--- config.mk ---
export PLATFORM = sky130hd
export DESIGN_NAME = rcsf_reset_cause
export DESIGN_NICKNAME = d
export VERILOG_FILES = /design/src/rcsf_pkg.sv /design/src/rcsf_flag_if.sv /design/src/rcsf_alu_flags.sv /design/src/rcsf_event_decode.sv /design/src/rcsf_reset_cause.sv
export SDC_FILE = /design/constraint.sdc
export NUM_CORES = 1
export LEC_CHECK = 0
export ABC_AREA = 1
export BUFFER_PORTS_ARGS = -buffer_cell sky130_fd_sc_hd__buf_2
export CORE_UTILIZATION = 50
export DETAILED_ROUTE_END_ITERATION = 10
export GPL_TIMING_DRIVEN = 1
export PLACE_DENSITY = 0.74
export SYNTH_ARGS = -nofsm -noshare
export SYNTH_HDL_FRONTEND = slang
export SYNTH_SLANG_ARGS = --single-unit
--- constraint.sdc ---
create_clock -name ref_clk -period 6.9 [get_ports ref_clk]
set_clock_uncertainty 0.1 [all_clocks]
set_input_delay 0.345 -clock ref_clk [delete_from_list [all_inputs] [get_ports ref_clk]]
set_output_delay 0.345 -clock ref_clk [all_outputs]
set_load 0.02 [all_outputs]
--- src/rcsf_pkg.sv ---
// package: register map, reset values and event codes of the reset-cause block
package rcsf_pkg;
  localparam logic [7:0] STATUS_ADDR  = 8'h00;
  localparam logic [7:0] PWRCTL_ADDR  = 8'h04;
  localparam logic [7:0] IRQST_ADDR   = 8'h08;
  localparam logic [7:0] IRQMASK_ADDR = 8'h0c;
  localparam logic [7:0] CTRL_ADDR    = 8'h10;
  localparam logic [7:0] PC_ADDR      = 8'h14;
  localparam logic [7:0] ALU_ADDR     = 8'h18;
  localparam logic [7:0] ALURES_ADDR  = 8'h1c;
  // status bit positions
  localparam int STAT_TO = 4;
  localparam int STAT_PD = 3;
  localparam int STAT_Z  = 2;
  localparam int STAT_DC = 1;
  localparam int STAT_C  = 0;
  // power-control bit positions
  localparam int PC_OVF = 7;
  localparam int PC_UNF = 6;
  localparam int PC_EXT = 3;
  localparam int PC_SW  = 2;
  localparam int PC_POR = 1;
  localparam int PC_BOR = 0;
  localparam logic [7:0] STATUS_RST = 8'h18;
  localparam logic [7:0] PWRCTL_POR = 8'h0c;
  localparam logic [7:0] PWRCTL_IMPL = 8'hcf;
  localparam logic [12:0] RESET_VEC = 13'h0000;
  localparam logic [12:0] IRQ_VEC   = 13'h0004;
  // interrupt status bits, one per event kind except underflow, which shares bit 0 with power-on
  localparam int IRQ_W = 8;
  typedef enum logic [3:0] {
    EV_NONE  = 4'h0,
    EV_POR   = 4'h1,
    EV_BOR   = 4'h2,
    EV_WDT   = 4'h3,
    EV_WDTWK = 4'h4,
    EV_IRQWK = 4'h5,
    EV_EXT   = 4'h6,
    EV_SW    = 4'h7,
    EV_OVF   = 4'h8,
    EV_UNF   = 4'h9
  } rcsf_event_type;
  typedef enum logic [2:0] {
    ALU_ADD = 3'h0,
    ALU_SUB = 3'h1,
    ALU_AND = 3'h2,
    ALU_RRF = 3'h3,
    ALU_RLF = 3'h4
  } rcsf_aluop_type;
endpackage : rcsf_pkg

--- src/rcsf_flag_if.sv ---
// interface: flag results from the arithmetic unit to the register block
`timescale 1ns/1ps
`default_nettype none
interface rcsf_flag_if;
  logic       valid;
  logic [7:0] result;
  logic       zero;
  logic       nibbleCarry;
  logic       carry;
  logic       setZ;
  logic       setDc;
  logic       setC;
  modport src (output valid, result, zero, nibbleCarry, carry, setZ, setDc, setC);
  modport dst (input valid, result, zero, nibbleCarry, carry, setZ, setDc, setC);
endinterface : rcsf_flag_if
`default_nettype wire

--- src/rcsf_alu_flags.sv ---
// module: combinational flag generator for add, subtract, logic and rotate
`timescale 1ns/1ps
`default_nettype none
module rcsf_alu_flags (
  input  wire logic                    start,     // run one operation
  input  wire rcsf_pkg::rcsf_aluop_type op,       // operation code
  input  wire logic [7:0]              opA,       // first operand / rotate source
  input  wire logic [7:0]              opB,       // second operand
  input  wire logic                    carryIn,   // current carry for rotates
  rcsf_flag_if.src                     flags      // computed result and flags
);
  logic [8:0] sum;
  logic [4:0] low;
  logic [7:0] bNeg;
  always_comb
  begin
    // subtract adds the inverted operand plus a carry-in of one, so carries mean "no borrow";
    // folding the +1 into the operand would lose the carry when subtracting zero
    bNeg = (op == rcsf_pkg::ALU_SUB) ? ~opB : opB;
    sum  = {1'b0, opA} + {1'b0, bNeg} + {8'h00, op == rcsf_pkg::ALU_SUB};
    low  = {1'b0, opA[3:0]} + {1'b0, bNeg[3:0]} + {4'h0, op == rcsf_pkg::ALU_SUB};
    flags.valid       = start;
    flags.setZ        = 1'b1;
    flags.setDc       = 1'b0;
    flags.setC        = 1'b0;
    flags.nibbleCarry = low[4];
    flags.carry       = sum[8];
    flags.result      = sum[7:0];
    case (op)
      rcsf_pkg::ALU_ADD, rcsf_pkg::ALU_SUB:
      begin
        flags.setDc = 1'b1;
        flags.setC  = 1'b1;
      end
      rcsf_pkg::ALU_AND:
        flags.result = opA & opB;
      rcsf_pkg::ALU_RRF:
      begin
        flags.result = {carryIn, opA[7:1]};
        flags.carry  = opA[0];
        flags.setC   = 1'b1;
        flags.setZ   = 1'b0;
      end
      rcsf_pkg::ALU_RLF:
      begin
        flags.result = {opA[6:0], carryIn};
        flags.carry  = opA[7];
        flags.setC   = 1'b1;
        flags.setZ   = 1'b0;
      end
      default:
        flags.setZ = 1'b0;
    endcase
    flags.zero = (flags.result == 8'h00);
  end
endmodule : rcsf_alu_flags
`default_nettype wire

--- src/rcsf_event_decode.sv ---
// module: one-hot reset/wake request lines reduced to a single event code
`timescale 1ns/1ps
`default_nettype none
module rcsf_event_decode (
  input  wire logic                 porReq,       // power-on
  input  wire logic                 borReq,       // brown-out
  input  wire logic                 wdtReq,       // watchdog timeout
  input  wire logic                 extReq,       // external reset pin
  input  wire logic                 swReq,        // reset instruction
  input  wire logic                 ovfReq,       // stack overflow
  input  wire logic                 unfReq,       // stack underflow
  input  wire logic                 irqWakeReq,   // interrupt while asleep
  input  wire logic                 asleep,       // core is sleeping
  input  wire logic                 faultEnable,  // stack-fault reset enable
  output rcsf_pkg::rcsf_event_type  eventCode     // winning event
);
  // fixed priority: supply events first, then pin, watchdog, software
  always_comb
  begin
    if (porReq)
      eventCode = rcsf_pkg::EV_POR;
    else if (borReq)
      eventCode = rcsf_pkg::EV_BOR;
    else if (extReq)
      eventCode = rcsf_pkg::EV_EXT;
    else if (wdtReq)
      eventCode = asleep ? rcsf_pkg::EV_WDTWK : rcsf_pkg::EV_WDT;
    else if (irqWakeReq && asleep)
      eventCode = rcsf_pkg::EV_IRQWK;
    else if (swReq)
      eventCode = rcsf_pkg::EV_SW;
    else if (ovfReq && faultEnable)
      eventCode = rcsf_pkg::EV_OVF;
    else if (unfReq && faultEnable)
      eventCode = rcsf_pkg::EV_UNF;
    else
      eventCode = rcsf_pkg::EV_NONE;
  end
endmodule : rcsf_event_decode
`default_nettype wire

--- src/rcsf_reset_cause.sv ---
// module: reset-cause and status flags with a classic Wishbone register port
`timescale 1ns/1ps
`default_nettype none
// How it works
// - every reset or wake event updates status or power-control cause flags
// - power-on sets timeout and power-down, pc to zero, power-control pattern
// - brown-out clears brown-out flag, sets TO PD pin soft, clears stack flags
// - watchdog reset clears timeout flag only, restarts at zero
// - watchdog wake clears timeout and power-down, continues at pc plus one
// - interrupt wake sets timeout, clears power-down, continues at pc plus one
// - interrupt wake with global enable runs next op then vectors
// - pin reset while running clears pin flag, restarts at zero
// - pin reset while asleep clears pin flag, sets timeout, clears power-down
// - reset instruction clears soft-reset flag, restarts at zero
// - enabled stack overflow resets and sets overflow flag
// - enabled stack underflow resets and sets underflow flag
// - unimplemented status and power-control bits read zero
// - zero flag follows whether an add, subtract or AND result is zero
// - nibble carry flag shows carry out of bit three
// - subtract adds two's complement so carries act as inverted borrow
// - rotates load carry from the bit shifted out
module rcsf_reset_cause (
  input  wire logic        ref_clk,         // 200 MHz core clock
  input  wire logic        reset_n,         // async reset, active low
  input  wire logic        wb_cyc_i,        // wishbone cycle
  input  wire logic        wb_stb_i,        // wishbone strobe
  input  wire logic        wb_we_i,         // wishbone write
  input  wire logic [7:0]  wb_adr_i,        // wishbone byte address
  input  wire logic [3:0]  wb_sel_i,        // wishbone byte selects
  input  wire logic [31:0] wb_dat_i,        // wishbone write data
  output logic [31:0]      wb_dat_o,        // wishbone read data
  output logic             wb_ack_o,        // wishbone acknowledge
  input  wire logic        porReq,          // power-on event
  input  wire logic        borReq,          // brown-out event
  input  wire logic        wdtReq,          // watchdog timeout
  input  wire logic        extReq,          // external reset pin event
  input  wire logic        swReq,           // reset instruction executed
  input  wire logic        ovfReq,          // stack overflow
  input  wire logic        unfReq,          // stack underflow
  input  wire logic        irqWakeReq,      // interrupt pending
  input  wire logic        sleepReq,        // sleep instruction
  input  wire logic        watchdogClear,   // watchdog clear instruction
  input  wire logic        globalIrqEnable, // global interrupt enable
  input  wire logic [12:0] pcCurrent,       // current program counter
  output logic [12:0]      pcLoad,          // program counter to load
  output logic             pcLoadValid,     // one-cycle pc load pulse
  output logic             pushReturn,      // push pcLoad-return and vector
  output logic             asleep,          // core sleeping
  output logic             irq              // unmasked event pending
);
  rcsf_flag_if aluBus ();
  rcsf_pkg::rcsf_event_type eventCode;

  typedef struct packed {
    logic [7:0]              status;
    logic [7:0]              pwrctl;
    logic [rcsf_pkg::IRQ_W-1:0] irqStatus;
    logic [rcsf_pkg::IRQ_W-1:0] irqMask;
    logic                    faultEnable;
    logic [12:0]             pcLoad;
    logic                    pcLoadValid;
    logic                    pushReturn;
    logic                    vectorPending;
    logic                    asleep;
    logic [7:0]              aluA;
    logic [7:0]              aluB;
    logic [7:0]              aluResult;
    rcsf_pkg::rcsf_aluop_type aluOp;
    logic                    aluStart;
    logic [31:0]             rdata;
    logic                    ack;
    logic                    irq;
  } rcsf_state_type;

  rcsf_state_type state_q;
  rcsf_state_type state_d;

  rcsf_event_decode u_decode (
    .porReq      (porReq),
    .borReq      (borReq),
    .wdtReq      (wdtReq),
    .extReq      (extReq),
    .swReq       (swReq),
    .ovfReq      (ovfReq),
    .unfReq      (unfReq),
    .irqWakeReq  (irqWakeReq),
    .asleep      (state_q.asleep),
    .faultEnable (state_q.faultEnable),
    .eventCode   (eventCode)
  );

  rcsf_alu_flags u_alu (
    .start   (state_q.aluStart),
    .op      (state_q.aluOp),
    .opA     (state_q.aluA),
    .opB     (state_q.aluB),
    .carryIn (state_q.status[rcsf_pkg::STAT_C]),
    .flags   (aluBus.src)
  );

  function automatic logic [7:0] mergeBytes(input logic [7:0] old, input logic [7:0] nw,
                                            input logic en);
    mergeBytes = en ? nw : old;
  endfunction : mergeBytes

  logic access;
  logic wrStrobe;
  logic [7:0] wbyte;
  logic [12:0] pcNext;
  assign access   = wb_cyc_i && wb_stb_i && !state_q.ack;
  assign wrStrobe = access && wb_we_i;
  assign wbyte    = wb_dat_i[7:0];
  assign pcNext   = 13'(pcCurrent + 13'h0001);

  always_comb
  begin
    state_d = state_q;
    state_d.pcLoadValid = 1'b0;
    state_d.pushReturn  = 1'b0;
    state_d.aluStart    = 1'b0;
    state_d.ack         = access;
    state_d.rdata       = 32'h0000_0000;

    // software side first; hardware events below win over same-cycle clears
    if (wrStrobe && wb_sel_i[0])
    begin
      case (wb_adr_i)
        rcsf_pkg::STATUS_ADDR:
          // timeout and power-down stay under hardware control only
          state_d.status[2:0] = wbyte[2:0];
        rcsf_pkg::PWRCTL_ADDR:
          state_d.pwrctl = wbyte & rcsf_pkg::PWRCTL_IMPL;
        rcsf_pkg::IRQST_ADDR:
          state_d.irqStatus = state_q.irqStatus & ~wbyte;
        rcsf_pkg::IRQMASK_ADDR:
          state_d.irqMask = mergeBytes(state_q.irqMask, wbyte, 1'b1);
        rcsf_pkg::CTRL_ADDR:
          state_d.faultEnable = wbyte[0];
        rcsf_pkg::ALU_ADDR:
        begin
          state_d.aluA     = wb_dat_i[7:0];
          state_d.aluB     = mergeBytes(state_q.aluB, wb_dat_i[15:8], wb_sel_i[1]);
          state_d.aluOp    = rcsf_pkg::rcsf_aluop_type'(wb_dat_i[18:16]);
          state_d.aluStart = 1'b1;
        end
        default:
          state_d.aluStart = 1'b0;
      endcase
    end

    if (access && !wb_we_i)
    begin
      case (wb_adr_i)
        rcsf_pkg::STATUS_ADDR:  state_d.rdata = {24'h0, 3'b000, state_q.status[4:0]};
        rcsf_pkg::PWRCTL_ADDR:  state_d.rdata = {24'h0, state_q.pwrctl & rcsf_pkg::PWRCTL_IMPL};
        rcsf_pkg::IRQST_ADDR:   state_d.rdata = {24'h0, state_q.irqStatus};
        rcsf_pkg::IRQMASK_ADDR: state_d.rdata = {24'h0, state_q.irqMask};
        rcsf_pkg::CTRL_ADDR:    state_d.rdata = {31'h0, state_q.faultEnable};
        rcsf_pkg::PC_ADDR:      state_d.rdata = {18'h0, state_q.asleep, state_q.pcLoad};
        rcsf_pkg::ALU_ADDR:     state_d.rdata = {13'h0, state_q.aluOp, state_q.aluB, state_q.aluA};
        rcsf_pkg::ALURES_ADDR:  state_d.rdata = {24'h0, state_q.aluResult};
        default:                state_d.rdata = 32'h0000_0000;
      endcase
    end

    if (aluBus.dst.valid)
    begin
      state_d.aluResult = aluBus.dst.result;
      if (aluBus.dst.setZ)
        state_d.status[rcsf_pkg::STAT_Z] = aluBus.dst.zero;
      if (aluBus.dst.setDc)
        state_d.status[rcsf_pkg::STAT_DC] = aluBus.dst.nibbleCarry;
      if (aluBus.dst.setC)
        state_d.status[rcsf_pkg::STAT_C] = aluBus.dst.carry;
    end

    if (sleepReq && !state_q.asleep)
    begin
      state_d.asleep = 1'b1;
      state_d.status[rcsf_pkg::STAT_TO] = 1'b1;
      state_d.status[rcsf_pkg::STAT_PD] = 1'b0;
    end
    else if (watchdogClear && !state_q.asleep)
    begin
      state_d.status[rcsf_pkg::STAT_TO] = 1'b1;
      state_d.status[rcsf_pkg::STAT_PD] = 1'b1;
    end

    // second half of an interrupt wake: next op ran, now vector
    if (state_q.vectorPending)
    begin
      state_d.vectorPending = 1'b0;
      state_d.pcLoad        = rcsf_pkg::IRQ_VEC;
      state_d.pcLoadValid   = 1'b1;
      state_d.pushReturn    = 1'b1;
    end

    // arithmetic flags left alone by every event except power-on
    case (eventCode)
      rcsf_pkg::EV_POR:
      begin
        state_d.status = rcsf_pkg::STATUS_RST;
        state_d.pwrctl = rcsf_pkg::PWRCTL_POR;
        state_d.pcLoad = rcsf_pkg::RESET_VEC;
      end
      rcsf_pkg::EV_BOR:
      begin
        state_d.status[rcsf_pkg::STAT_TO] = 1'b1;
        state_d.status[rcsf_pkg::STAT_PD] = 1'b1;
        state_d.pwrctl[rcsf_pkg::PC_OVF]  = 1'b0;
        state_d.pwrctl[rcsf_pkg::PC_UNF]  = 1'b0;
        state_d.pwrctl[rcsf_pkg::PC_EXT]  = 1'b1;
        state_d.pwrctl[rcsf_pkg::PC_SW]   = 1'b1;
        state_d.pwrctl[rcsf_pkg::PC_BOR]  = 1'b0;
        state_d.pcLoad = rcsf_pkg::RESET_VEC;
      end
      rcsf_pkg::EV_WDT:
      begin
        state_d.status[rcsf_pkg::STAT_TO] = 1'b0;
        state_d.pcLoad = rcsf_pkg::RESET_VEC;
      end
      rcsf_pkg::EV_WDTWK:
      begin
        state_d.status[rcsf_pkg::STAT_TO] = 1'b0;
        state_d.status[rcsf_pkg::STAT_PD] = 1'b0;
        state_d.pcLoad = pcNext;
      end
      rcsf_pkg::EV_IRQWK:
      begin
        state_d.status[rcsf_pkg::STAT_TO] = 1'b1;
        state_d.status[rcsf_pkg::STAT_PD] = 1'b0;
        state_d.pcLoad = pcNext;
        state_d.vectorPending = globalIrqEnable;
      end
      rcsf_pkg::EV_EXT:
      begin
        state_d.pwrctl[rcsf_pkg::PC_EXT] = 1'b0;
        if (state_q.asleep)
        begin
          state_d.status[rcsf_pkg::STAT_TO] = 1'b1;
          state_d.status[rcsf_pkg::STAT_PD] = 1'b0;
        end
        state_d.pcLoad = rcsf_pkg::RESET_VEC;
      end
      rcsf_pkg::EV_SW:
      begin
        state_d.pwrctl[rcsf_pkg::PC_SW] = 1'b0;
        state_d.pcLoad = rcsf_pkg::RESET_VEC;
      end
      rcsf_pkg::EV_OVF:
      begin
        state_d.pwrctl[rcsf_pkg::PC_OVF] = 1'b1;
        state_d.pcLoad = rcsf_pkg::RESET_VEC;
      end
      rcsf_pkg::EV_UNF:
      begin
        state_d.pwrctl[rcsf_pkg::PC_UNF] = 1'b1;
        state_d.pcLoad = rcsf_pkg::RESET_VEC;
      end
      default:
        state_d.pcLoad = state_d.pcLoad;
    endcase

    if (eventCode != rcsf_pkg::EV_NONE)
    begin
      state_d.pcLoadValid = 1'b1;
      state_d.pushReturn  = 1'b0;
      state_d.asleep      = 1'b0;
      if (eventCode != rcsf_pkg::EV_IRQWK)
        state_d.vectorPending = 1'b0;
      // sticky event bit, set wins over a same-cycle write-one clear
      state_d.irqStatus[3'(eventCode - 4'h1)] = 1'b1;
    end

    state_d.irq = |(state_d.irqStatus & state_d.irqMask);
  end

  always_ff @(posedge ref_clk or negedge reset_n)
  begin
    if (!reset_n)
    begin
      state_q <= '0;
      state_q.status <= rcsf_pkg::STATUS_RST;
      state_q.pwrctl <= rcsf_pkg::PWRCTL_POR;
    end
    else
      state_q <= state_d;
  end

  assign wb_dat_o    = state_q.rdata;
  assign wb_ack_o    = state_q.ack;
  assign pcLoad      = state_q.pcLoad;
  assign pcLoadValid = state_q.pcLoadValid;
  assign pushReturn  = state_q.pushReturn;
  assign asleep      = state_q.asleep;
  assign irq         = state_q.irq;
endmodule : rcsf_reset_cause
`default_nettype wire

* Word-level counts from Yosys, hierarchy flattened
Index checks and enable logic that the tools add are counted.
Widths: inputs -> output; s select.
** Word-level totals
- Output and inout port bits :: 50
- Latch bits :: 0
- Memories :: 0
- Bits of input ports :: 73
- Memory bits (read-only) :: 0
- Register bits after elaboration :: 107
- Bits in writable memories :: 0
- Word-level logic and storage cells :: 158
** Cells by class
- Add/subtract/negate cells :: 6
- Reductions and logical operators :: 50
- Equality and inequality tests :: 21
- Shift operators :: 0
- Multiplexer cells :: 50
- Divide/modulo/power cells :: 0
- Order comparisons :: 2
- Bitwise logic cells :: 6
- Multipliers :: 0
** Operator list (count)
- $pmux 19 s8 :: 1
- $mux 8 :: 5
- $mux 4 :: 9
- $eq 8x5->1 const B :: 4
- $mux 28 :: 1
- $reduce_bool 3->1 :: 9
- $pmux 13 s2 :: 1
- $and 8x8->8 :: 3
- $pmux 8 s3 :: 1
- $mux 19 :: 1
- $eq 4x3->1 const B :: 4
- $eq 8x4->1 const B :: 2
- $logic_not 8->1 :: 2
- $mux 16 :: 1
- $not 8->8 :: 2
- $reduce_and 2->1 :: 8
- $mux 1 :: 15
- $add 13x1->13 const B :: 1
- $mux 3 :: 4
- $logic_and 1x1->1 :: 11
- $pmux 1 s2 :: 5
- $reduce_bool 2->1 :: 5
- $add 8x8->9 :: 1
- $add 9x1->9 :: 1
- 26 further kinds :: 38

* Logic depth before layout (Yosys ltp)
Gate-level depths: netlist of the first run.
- Word-level depth :: 18
- Gate-level depth with buffers :: 16
- Mapped depth without buffers :: 16

* Cells and area by module
From an unflattened synthesis of the first run, not the netlist that was laid out.
** Unflattened totals
- Cells, all modules :: 821
- Area, all modules :: 6068.3 µm²
** Modules (own cells, without submodules)
- rcsf_reset_cause :: sequential area each 2357.3 µm², area each 4993.5 µm², cells an instance 637, times used 1
- rcsf_alu_flags :: sequential area each 0.0 µm², area each 939.7 µm², cells an instance 159, times used 1
- rcsf_event_decode :: sequential area each 0.0 µm², area each 135.1 µm², cells an instance 25, times used 1

* Least setup slack after synthesis of the first run
OpenSTA, ideal clock, no wires.
- Path type :: flip-flop to flip-flop
- Start :: register state_q[37] (netlist name)
- End :: register state_q[106] (netlist name)
- Cell stages (with the launch flop) :: 14
- Slack :: 4.441 ns
- Data required time :: 6.723 ns
- Setup time :: 0.077 ns
- Path buffers :: 0
- Arrival time :: 2.282 ns
- Clock period less this slack :: 2.459 ns
- Cell sequence :: dfrtp_1 > nor2_1 > nand2_1 > xor2_1 > fa_1 > inv_1 > nand3_1 > nand3_1 > nand2_1 > a21oi_1 > nand3_1 > nor2_1 > nand4_1 > a21oi_1
** RTL lines
- start: declaration :: RTL line rcsf_reset_cause.sv:75 : rcsf_state_type state_q;
- start signal: assignment :: RTL line rcsf_reset_cause.sv:287 : state_q <= state_d;

==> results of run 1 <==
tightest hold or removal path, cell delays in order:
cell and delay (ns):
buf_2 0.10, inv_1 0.04, nor2_1 0.03
synthesized netlist by cell type (all sizes together), types with 2 or more instances:
master	instances	area (um^2)
o21ai	76	417.9
a221oi	9	78.83
mux2	2	22.52
a31oi	10	62.56
xnor2	2	17.52
o211ai	3	22.52
xor2	8	70.07
dfrtp	90	2252
ha	15	187.7
nand3b	2	15.01
clkinv	3	17.51
nand3	43	232.7
buf	54	395.4
a22o	2	17.52
nand4	20	125.1
nand2	169	694.4
nor2	54	262.8
a21oi	33	180.2
o22ai	9	56.30
o31ai	3	22.52
nor3	15	101.4
clkbuf	3	11.26
inv	100	377.9
dfstp	4	105.1
per-stage QoR:
| step | std cells | hold slack, ns | total power [W] | instance area (um^2) | worst slack (ns) |
|---|---|---|---|---|---|
| floorplan | 750 | -0.05059 | 0.0006797 | 5877 | 4.441 |
| global placement | 931 | 0.2161 | 0.0007240 | 6130 | 4.062 |
| detailed placement | 931 | 0.2205 | 0.0007279 | 6130 | 3.952 |
| CTS | 948 | 0.1008 | 0.001225 | 6441 | 3.923 |
| global route | 948 | 0.09719 | 0.001267 | 6441 | 3.667 |
| finish | 948 | 0.1061 | 0.001222 | 6441 | 3.891 |
registers in the layout, summed over array words and instances, names as in the netlist:
| name | cells |
|---|---|
| wb_ack_o | 1 |
| asleep | 1 |
| irq | 1 |
| state_q | 57 |
| pushReturn | 1 |
| pcLoadValid | 1 |
| wb_dat_o | 19 |
| pcLoad | 13 |
how the worst max path moves through the flow:
stage,to,start,depth (start not counted)
3_3_place_gp,state_q[106],state_q[37],13
5_1_grt,state_q[106],state_q[37],13
2_1_floorplan,state_q[106],state_q[37],13
6_report,state_q[106],state_q[37],13
4_1_cts,state_q[106],state_q[37],13
3_5_place_dp,state_q[106],state_q[37],13
cell families (layout without fill, tap and decap cells):
group	Yosys count	in the layout	share of synthesized area (%)
AO/OA/AOI/OAI	150	150	15.45
XOR/XNOR	10	10	1.502
adder cells (fa/ha/maj)	16	16	3.561
buffers and inverters	160	215	13.75
flip-flops	94	94	40.42
multiplexers	2	2	0.3862
other	1	13	0.06430
AND/OR/NAND/NOR	305	305	24.87
what timing repair did:
item / CTS / global route
endpoints found under the hold margin: 35 / 0
hold buffers: 1 / 0
endpoints found under the setup margin: 0 / 0
buffers inserted: 0 / 0
final cells by class:
cell class	instances	area, um^2
clock inverters	5	58.81
clock buffers	11	242.7
multi-input cells	496	2718
well taps	143	178.9
inverters	103	395.4
repair buffers	96	490.5
fillers	1044	4928
flip-flops and latches	94	2357
routing by layer:
layer | GRT usage (%) | up-vias | wire (um)
li1 | - | 2513 | -
met1 | 33.08 | 2502 | 6438
met2 | 42.37 | 222 | 7360
met3 | 6.702 | 33 | 1038
met4 | 10.19 | 0 | 435
met5 | 0 | - | 0
power by group:
part           leakage, nW  switching, W  internal (W)
sequential            1.16     0.0000126      0.000567
clock                0.142      0.000211      0.000291
combinational         1.96     0.0000967     0.0000428
==> impl_metrics.json, run 1 <==
{
  "worstHoldPathType": "in2reg",
  "gp_congestion": 0.9424,
  "fin_setup_tns_ns": 0,
  "clk_latency_ns": 0.35,
  "timing.rr.end": "state_q[106]",
  "drt_iter0_drc": 420,
  "final_common_cell": "nand2_1",
  "cts.sinks": 94,
  "cts_root_buf": "clkbuf_16",
  "first_pass_iters": 5,
  "cts_buffers": 9,
  "critPathKind": "reg2reg",
  "crit_path_cell_trace": "nor2_1 -> nand2_1 -> xor2_1 -> fa_1 -> inv_1 -> nand3_1 -> nand3_1 -> nand2_1 -> a21oi_1 -> nand3_1 -> nor2_1 -> nand4_1 -> a21oi_1",
  "remaining_drc_errors": 0,
  "grt_max_degree": 60,
  "synth_ff_type": "dfrtp_1",
  "pin_count": 123,
  "yosys_warnings": 0,
  "wire_per_inst_um": 16.11,
  "fmax_ghz": 0.3324,
  "cts_tree": "done",
  "cp.arrival_ns": 3.18,
  "drt-total-wl_um": 15270,
  "overflow": 0,
  "rsz0062_at_grt": "no",
  "rows": 39,
  "leakage_nw": 3.266,
  "die_x_um": 110,
  "powerDensity_mw_per_mm2": 189.6,
  "synth-edff-count": 0,
  "syn_inst": 738,
  "hold_viol": 0,
  "clkTransAtPathRegs_ns": 0.07,
  "hold_start": "globalIrqEnable",
  "worst_path_most_repeated_cell": "nand3_1",
  "core_mm2": 0.01137,
  "ant_nets": 0,
  "rr_startpoint": "state_q[37]",
  "die_h_um": 110,
  "ys_seq_area_share_pct": 40.42,
  "slew-limit-headroom_pct": 49.57,
  "grt_util_all_layers_pct": 26.02,
  "critical-path-slowest-cell": "dfrtp_1",
  "grt_pass1_wl_um": 23610,
  "synthArstFlopShare_pct": 100.0,
  "ctsResizeCount": 0,
  "setup_viol_count_final": 0,
  "synth_area_mm2": 0.005832,
  "rr_worst_depth": 13,
  "num_vias": 5270,
  "h-tree-depth": 3,
  "clock_tree.buffer_depth": 2,
  "hold_depth": 3,
  "maxCapViolations": 0,
  "fin_crit_ns": 3.009,
  "n_antenna_cell": 0,
  "peakVddDrop_mv": 0.1544,
  "hold_path_end": "state_q[63]",
  "dpl.hpwl_um": 11970,
  "drive_gt1_share_pct": 21.99,
  "grt_pass1_vias": 4928,
  "crit_family": "simple AND/OR/NAND/NOR gates",
  "vias_per_cell": 5.559,
  "rrSetupSlack_ns": 3.89,
  "antenna_found_initial": 0,
  "fin_crit_sh_pct": 43.61,
  "cp_max_fo": 7,
  "syn_avg_cell_area_um2": 7.902,
  "layout.nets": 889,
  "cpPeakStageDelay_ns": 0.51,
  "tightestPinTransition_ns": 0.7564,
  "syn_to_final_growth_pct": 10.45,
  "crit_buf_inv": 1,
  "start_util_pct": 51.29,
  "critPathRequiredTime_ns": 7.07,
  "ys_types": 53,
  "end_kind": "register",
  "portBuffers": 94,
  "drv_slew": 0,
  "fin_util_pct": 56.65,
  "synth-seq-cells": 94,
  "critPathLaunchType": "register",
  "die_area_mm2": 0.01210,
  "status": "complete, no violations",
  "layout_common_cells": "nand2_1, buf_2, dfrtp_1"
}
Power figures use the tool's default switching activity.
==> run 2: changes to the inputs <==
Settings changed: ABC_AREA 1 to 0, PLACE_DENSITY 0.74 to 0.78.
Clock period 6.9 ns to 2.45 ns, I/O delays scaled along.
==> run 2 against run 1 <==
Effect of this change:
- the run now ends with negative hold slack, negative setup slack left
- worst hold slack got worse by 0.12 ns
- global-route usage increased by 2.6 points
- clock power increased by 92%
- sequential share of layout area decreased by 4.1 points
- cell area increased by 13%
- routed wire length increased by 8.0%
- flip-flop and latch count unchanged
- die area decreased by 5.5%
- synthesized area decreased by 5.6%
- first-iteration DRC count decreased by 6.4%
- worst setup slack got worse by 4.1 ns
- critical endpoint unchanged
- largest power group unchanged
==> impl_metrics.json, run 2 <==
{
  "die_h_um": 106.9,
  "power.internal_w": 0.002191,
  "fmax_ghz": 0.3693,
  "cp.arrival_ns": 2.92,
  "status": "finished, violations left",
  "core_mm2": 0.01051,
  "power_frac_comb_pct": 16.8,
  "wire_per_inst_um": 18.74,
  "ys_types": 60,
  "synth_top_area_share_pct": 40.92,
  "fin_setup_tns_ns": -0.8788,
  "drt_iter0_drc": 393,
  "synth-seq-cells": 94,
  "synth_top_family_by_area": "compound AO/OA/AOI/OAI gates",
  "first_pass_iters": 5,
  "die_area_mm2": 0.01143,
  "p_clk_share_pct": 31.0,
  "maxCapViolations": 0,
  "num_vias": 5065,
  "fin_total_pwr_w": 0.003119,
  "ys_seq_area_share_pct": 42.83,
  "synth-xor-area-share_pct": 3.978,
  "rsz0062_at_grt": "yes",
  "largest_reg_flops": 57,
  "syn_avg_cell_area_um2": 9.572,
  "hold_viol": 1,
  "cts_buffers": 9,
  "cts_root_buf": "clkbuf_8",
  "remaining_drc_errors": 0,
  "synthArstFlopShare_pct": 100.0,
  "drt-total-wl_um": 16490,
  "hold_slack_ns": -0.01476,
  "post-synth-top-area-cell": "dfrtp_1",
  "seq_area_mm2": 0.002359,
  "critPathLaunchType": "register",
  "h-tree-depth": 3,
  "fin_crit_ns": 2.708,
  "start_util_pct": 52.38,
  "end_kind": "register",
  "slew-limit-headroom_pct": 56.57,
  "multiInputGateArea_mm2": 0.003049,
  "setup_viol_count_final": 7,
  "dp_slack_ns": -0.2982,
  "swShare_pct": 29.75,
  "layout.nets": 829,
  "clk_latency_ns": 0.38,
  "synth-edff-count": 0,
  "clock_tree.buffer_depth": 2,
  "pin_count": 123,
  "seqPwrFrac_pct": 52.3,
  "leakage_nw": 3.451,
  "clkTransAtPathRegs_ns": 0.10,
  "placed_cells": 818,
  "yosys_warnings": 0,
  "synth-simple-area-share_pct": 14.46,
  "synth_adder_area_share_pct": 3.774,
  "syn_to_final_growth_pct": 32.05,
  "synth.top_cells.by_count": "dfrtp_1, nand2_1, nor2_1",
  "syn_inst": 575,
  "placed_area_mm2": 0.006377,
  "gp_congestion": 0.9522,
  "n_antenna_cell": 0,
  "vias_per_cell": 5.756,
  "stdcell_count": 880,
  "peakVddDrop_mv": 0.3279,
  "synth_area_mm2": 0.005504,
  "critPathRequiredTime_ns": 2.67,
  "worst_slack_ns": -0.2578,
  "ys_top_cells_by_area": "dfrtp_1, buf_4, mux2_2",
  "grt_util_all_layers_pct": 28.66,
  "grt_pass1_wl_um": 25230,
  "synth-compound-area-share_pct": 18.07,
  "tightestPinTransition_ns": 0.6491,
  "dpl.hpwl_um": 11540,
  "ant_nets": 0,
  "die_x_um": 106.9,
  "final_common_cell": "buf_2",
  "largest-register": "state_q",
  "drive_gt1_share_pct": 38.17,
  "synth.most_common_cell": "dfrtp_1",
  "grt_max_degree": 95,
  "synthMuxAreaShare_pct": 7.615,
  "fillCellCount": 759,
  "fin_crit_sh_pct": 110.5,
  "overflow": 0,
  "rows": 37,
  "powerDensity_mw_per_mm2": 429.1,
  "cp_max_fo": 7,
  "drv_slew": 0,
  "critPathKind": "reg2reg",
  "cts.sinks": 94,
  "violations": "negative hold slack, negative setup slack",
  "cts_tree": "done",
  "portBuffers": 94,
  "p_sw_w": 0.0009279,
  "worstHoldPathType": "in2reg",
  "antenna_found_initial": 0,
  "synth_ff_type": "dfrtp_1",
  "layout_common_cells": "buf_2, dfrtp_1, buf_4",
  "grt_pass1_vias": 4947,
  "design_area_mm2": 0.007268
}
-- run 2: changes by cell type in the layout (fill, tap and decap cells not counted), moves of 27 or more --
cell / before / now
nand2_1: 151 / 37
buf_4: 2 / 74
inv_1: 87 / 23
nand3_1: 41 / 6
dlygate4sd3_1: 1 / 34
a22oi_1: 0 / 27
-- run 2: path summary, 6_finish.rpt --
kind / slack (ns) / end / start / cells after the start
worst min-delay path: -0.01 / pcLoad[3] / pcCurrent[3] / 3
worst min register to register: 0.44 / state_q[96] / state_q[96] / 2
worst max register to register: -0.26 / state_q[106] / state_q[37] / 11
max in group asynchronous: 1.62 / wb_dat_o[0] / reset_n / 3
min in group asynchronous: 0.19 / state_q[63] / reset_n / 3
worst max-delay path: -0.26 / state_q[106] / state_q[37] / 11
-- run 2: per-layer routing --
metal / up-vias / share of wire (%) / global-route usage, %
li1: 2328 / - / -
met1: 2441 / 40 / 37.19
met2: 242 / 51 / 49.68
met3: 54 / 6.3 / 3.222
met4: 0 / 3.2 / 9.883
met5: - / 0 / 0
-- run 2: power by group through the flow --
stage	logic, W	registers [W]	clock network (W)
3_3_place_gp	0.000394	0.00165	0
4_1_cts	0.000454	0.00162	0.000964
5_1_grt	0.000564	0.00163	0.00103
3_5_place_dp	0.000407	0.00165	0
2_1_floorplan	0.000246	0.00165	0
6_report	0.000524	0.00163	0.000966
-- run 2: cell type report --
| type | instances | share of cell area, % |
|---|---|---|
| Timing Repair Buffer | 206 | 19.62 |
| Tap cell | 136 | 2.341 |
| Clock inverter | 6 | 0.6369 |
| Clock buffer | 9 | 1.704 |
| Multi-Input combinational cell | 404 | 41.95 |
| Sequential cell | 94 | 32.45 |
| Inverter | 25 | 1.291 |
-- run 2: through the flow --
step	hold WS [ns]	util, %
6_report	-0.01476	69.16
5_1_grt	0.01629	69.16
4_1_cts	0.01839	66.53
3_5_place_dp	0.1112	60.69
3_3_place_gp	0.1021	60.69
2_1_floorplan	-0.2731	-
-- run 2: logic make-up (layout without fill, tap and decap cells) --
logic type | Yosys count | after routing
XOR/XNOR | 25 | 25
flip-flops | 94 | 94
multiplexers | 39 | 39
AO/OA/AOI/OAI | 150 | 150
adder cells (fa/ha/maj) | 16 | 16
AND/OR/NAND/NOR | 161 | 161
other | 1 | 13
buffers and inverters | 89 | 246
-- run 2: what timing repair did --
action / CTS / global route
pin swaps: 12 / 22
setup endpoints to repair: 8 / 21
hold buffers: 34 / 0
resized for setup: 15 / 54
hold endpoints to repair: 127 / 0
cloned: 0 / 1
buffers inserted: 4 / 8
-- run 2: critical path, cell delays in order, from the launching register on --
cell and delay (ns):
dfrtp_1 0.40, nor3b_2 0.20, buf_6 0.17, xor2_2 0.16
inv_1 0.08, fa_2 0.43, xnor2_2 0.16, a221oi_2 0.29
nand3_1 0.14, nor3b_2 0.19, and3_1 0.17, a41o_1 0.16
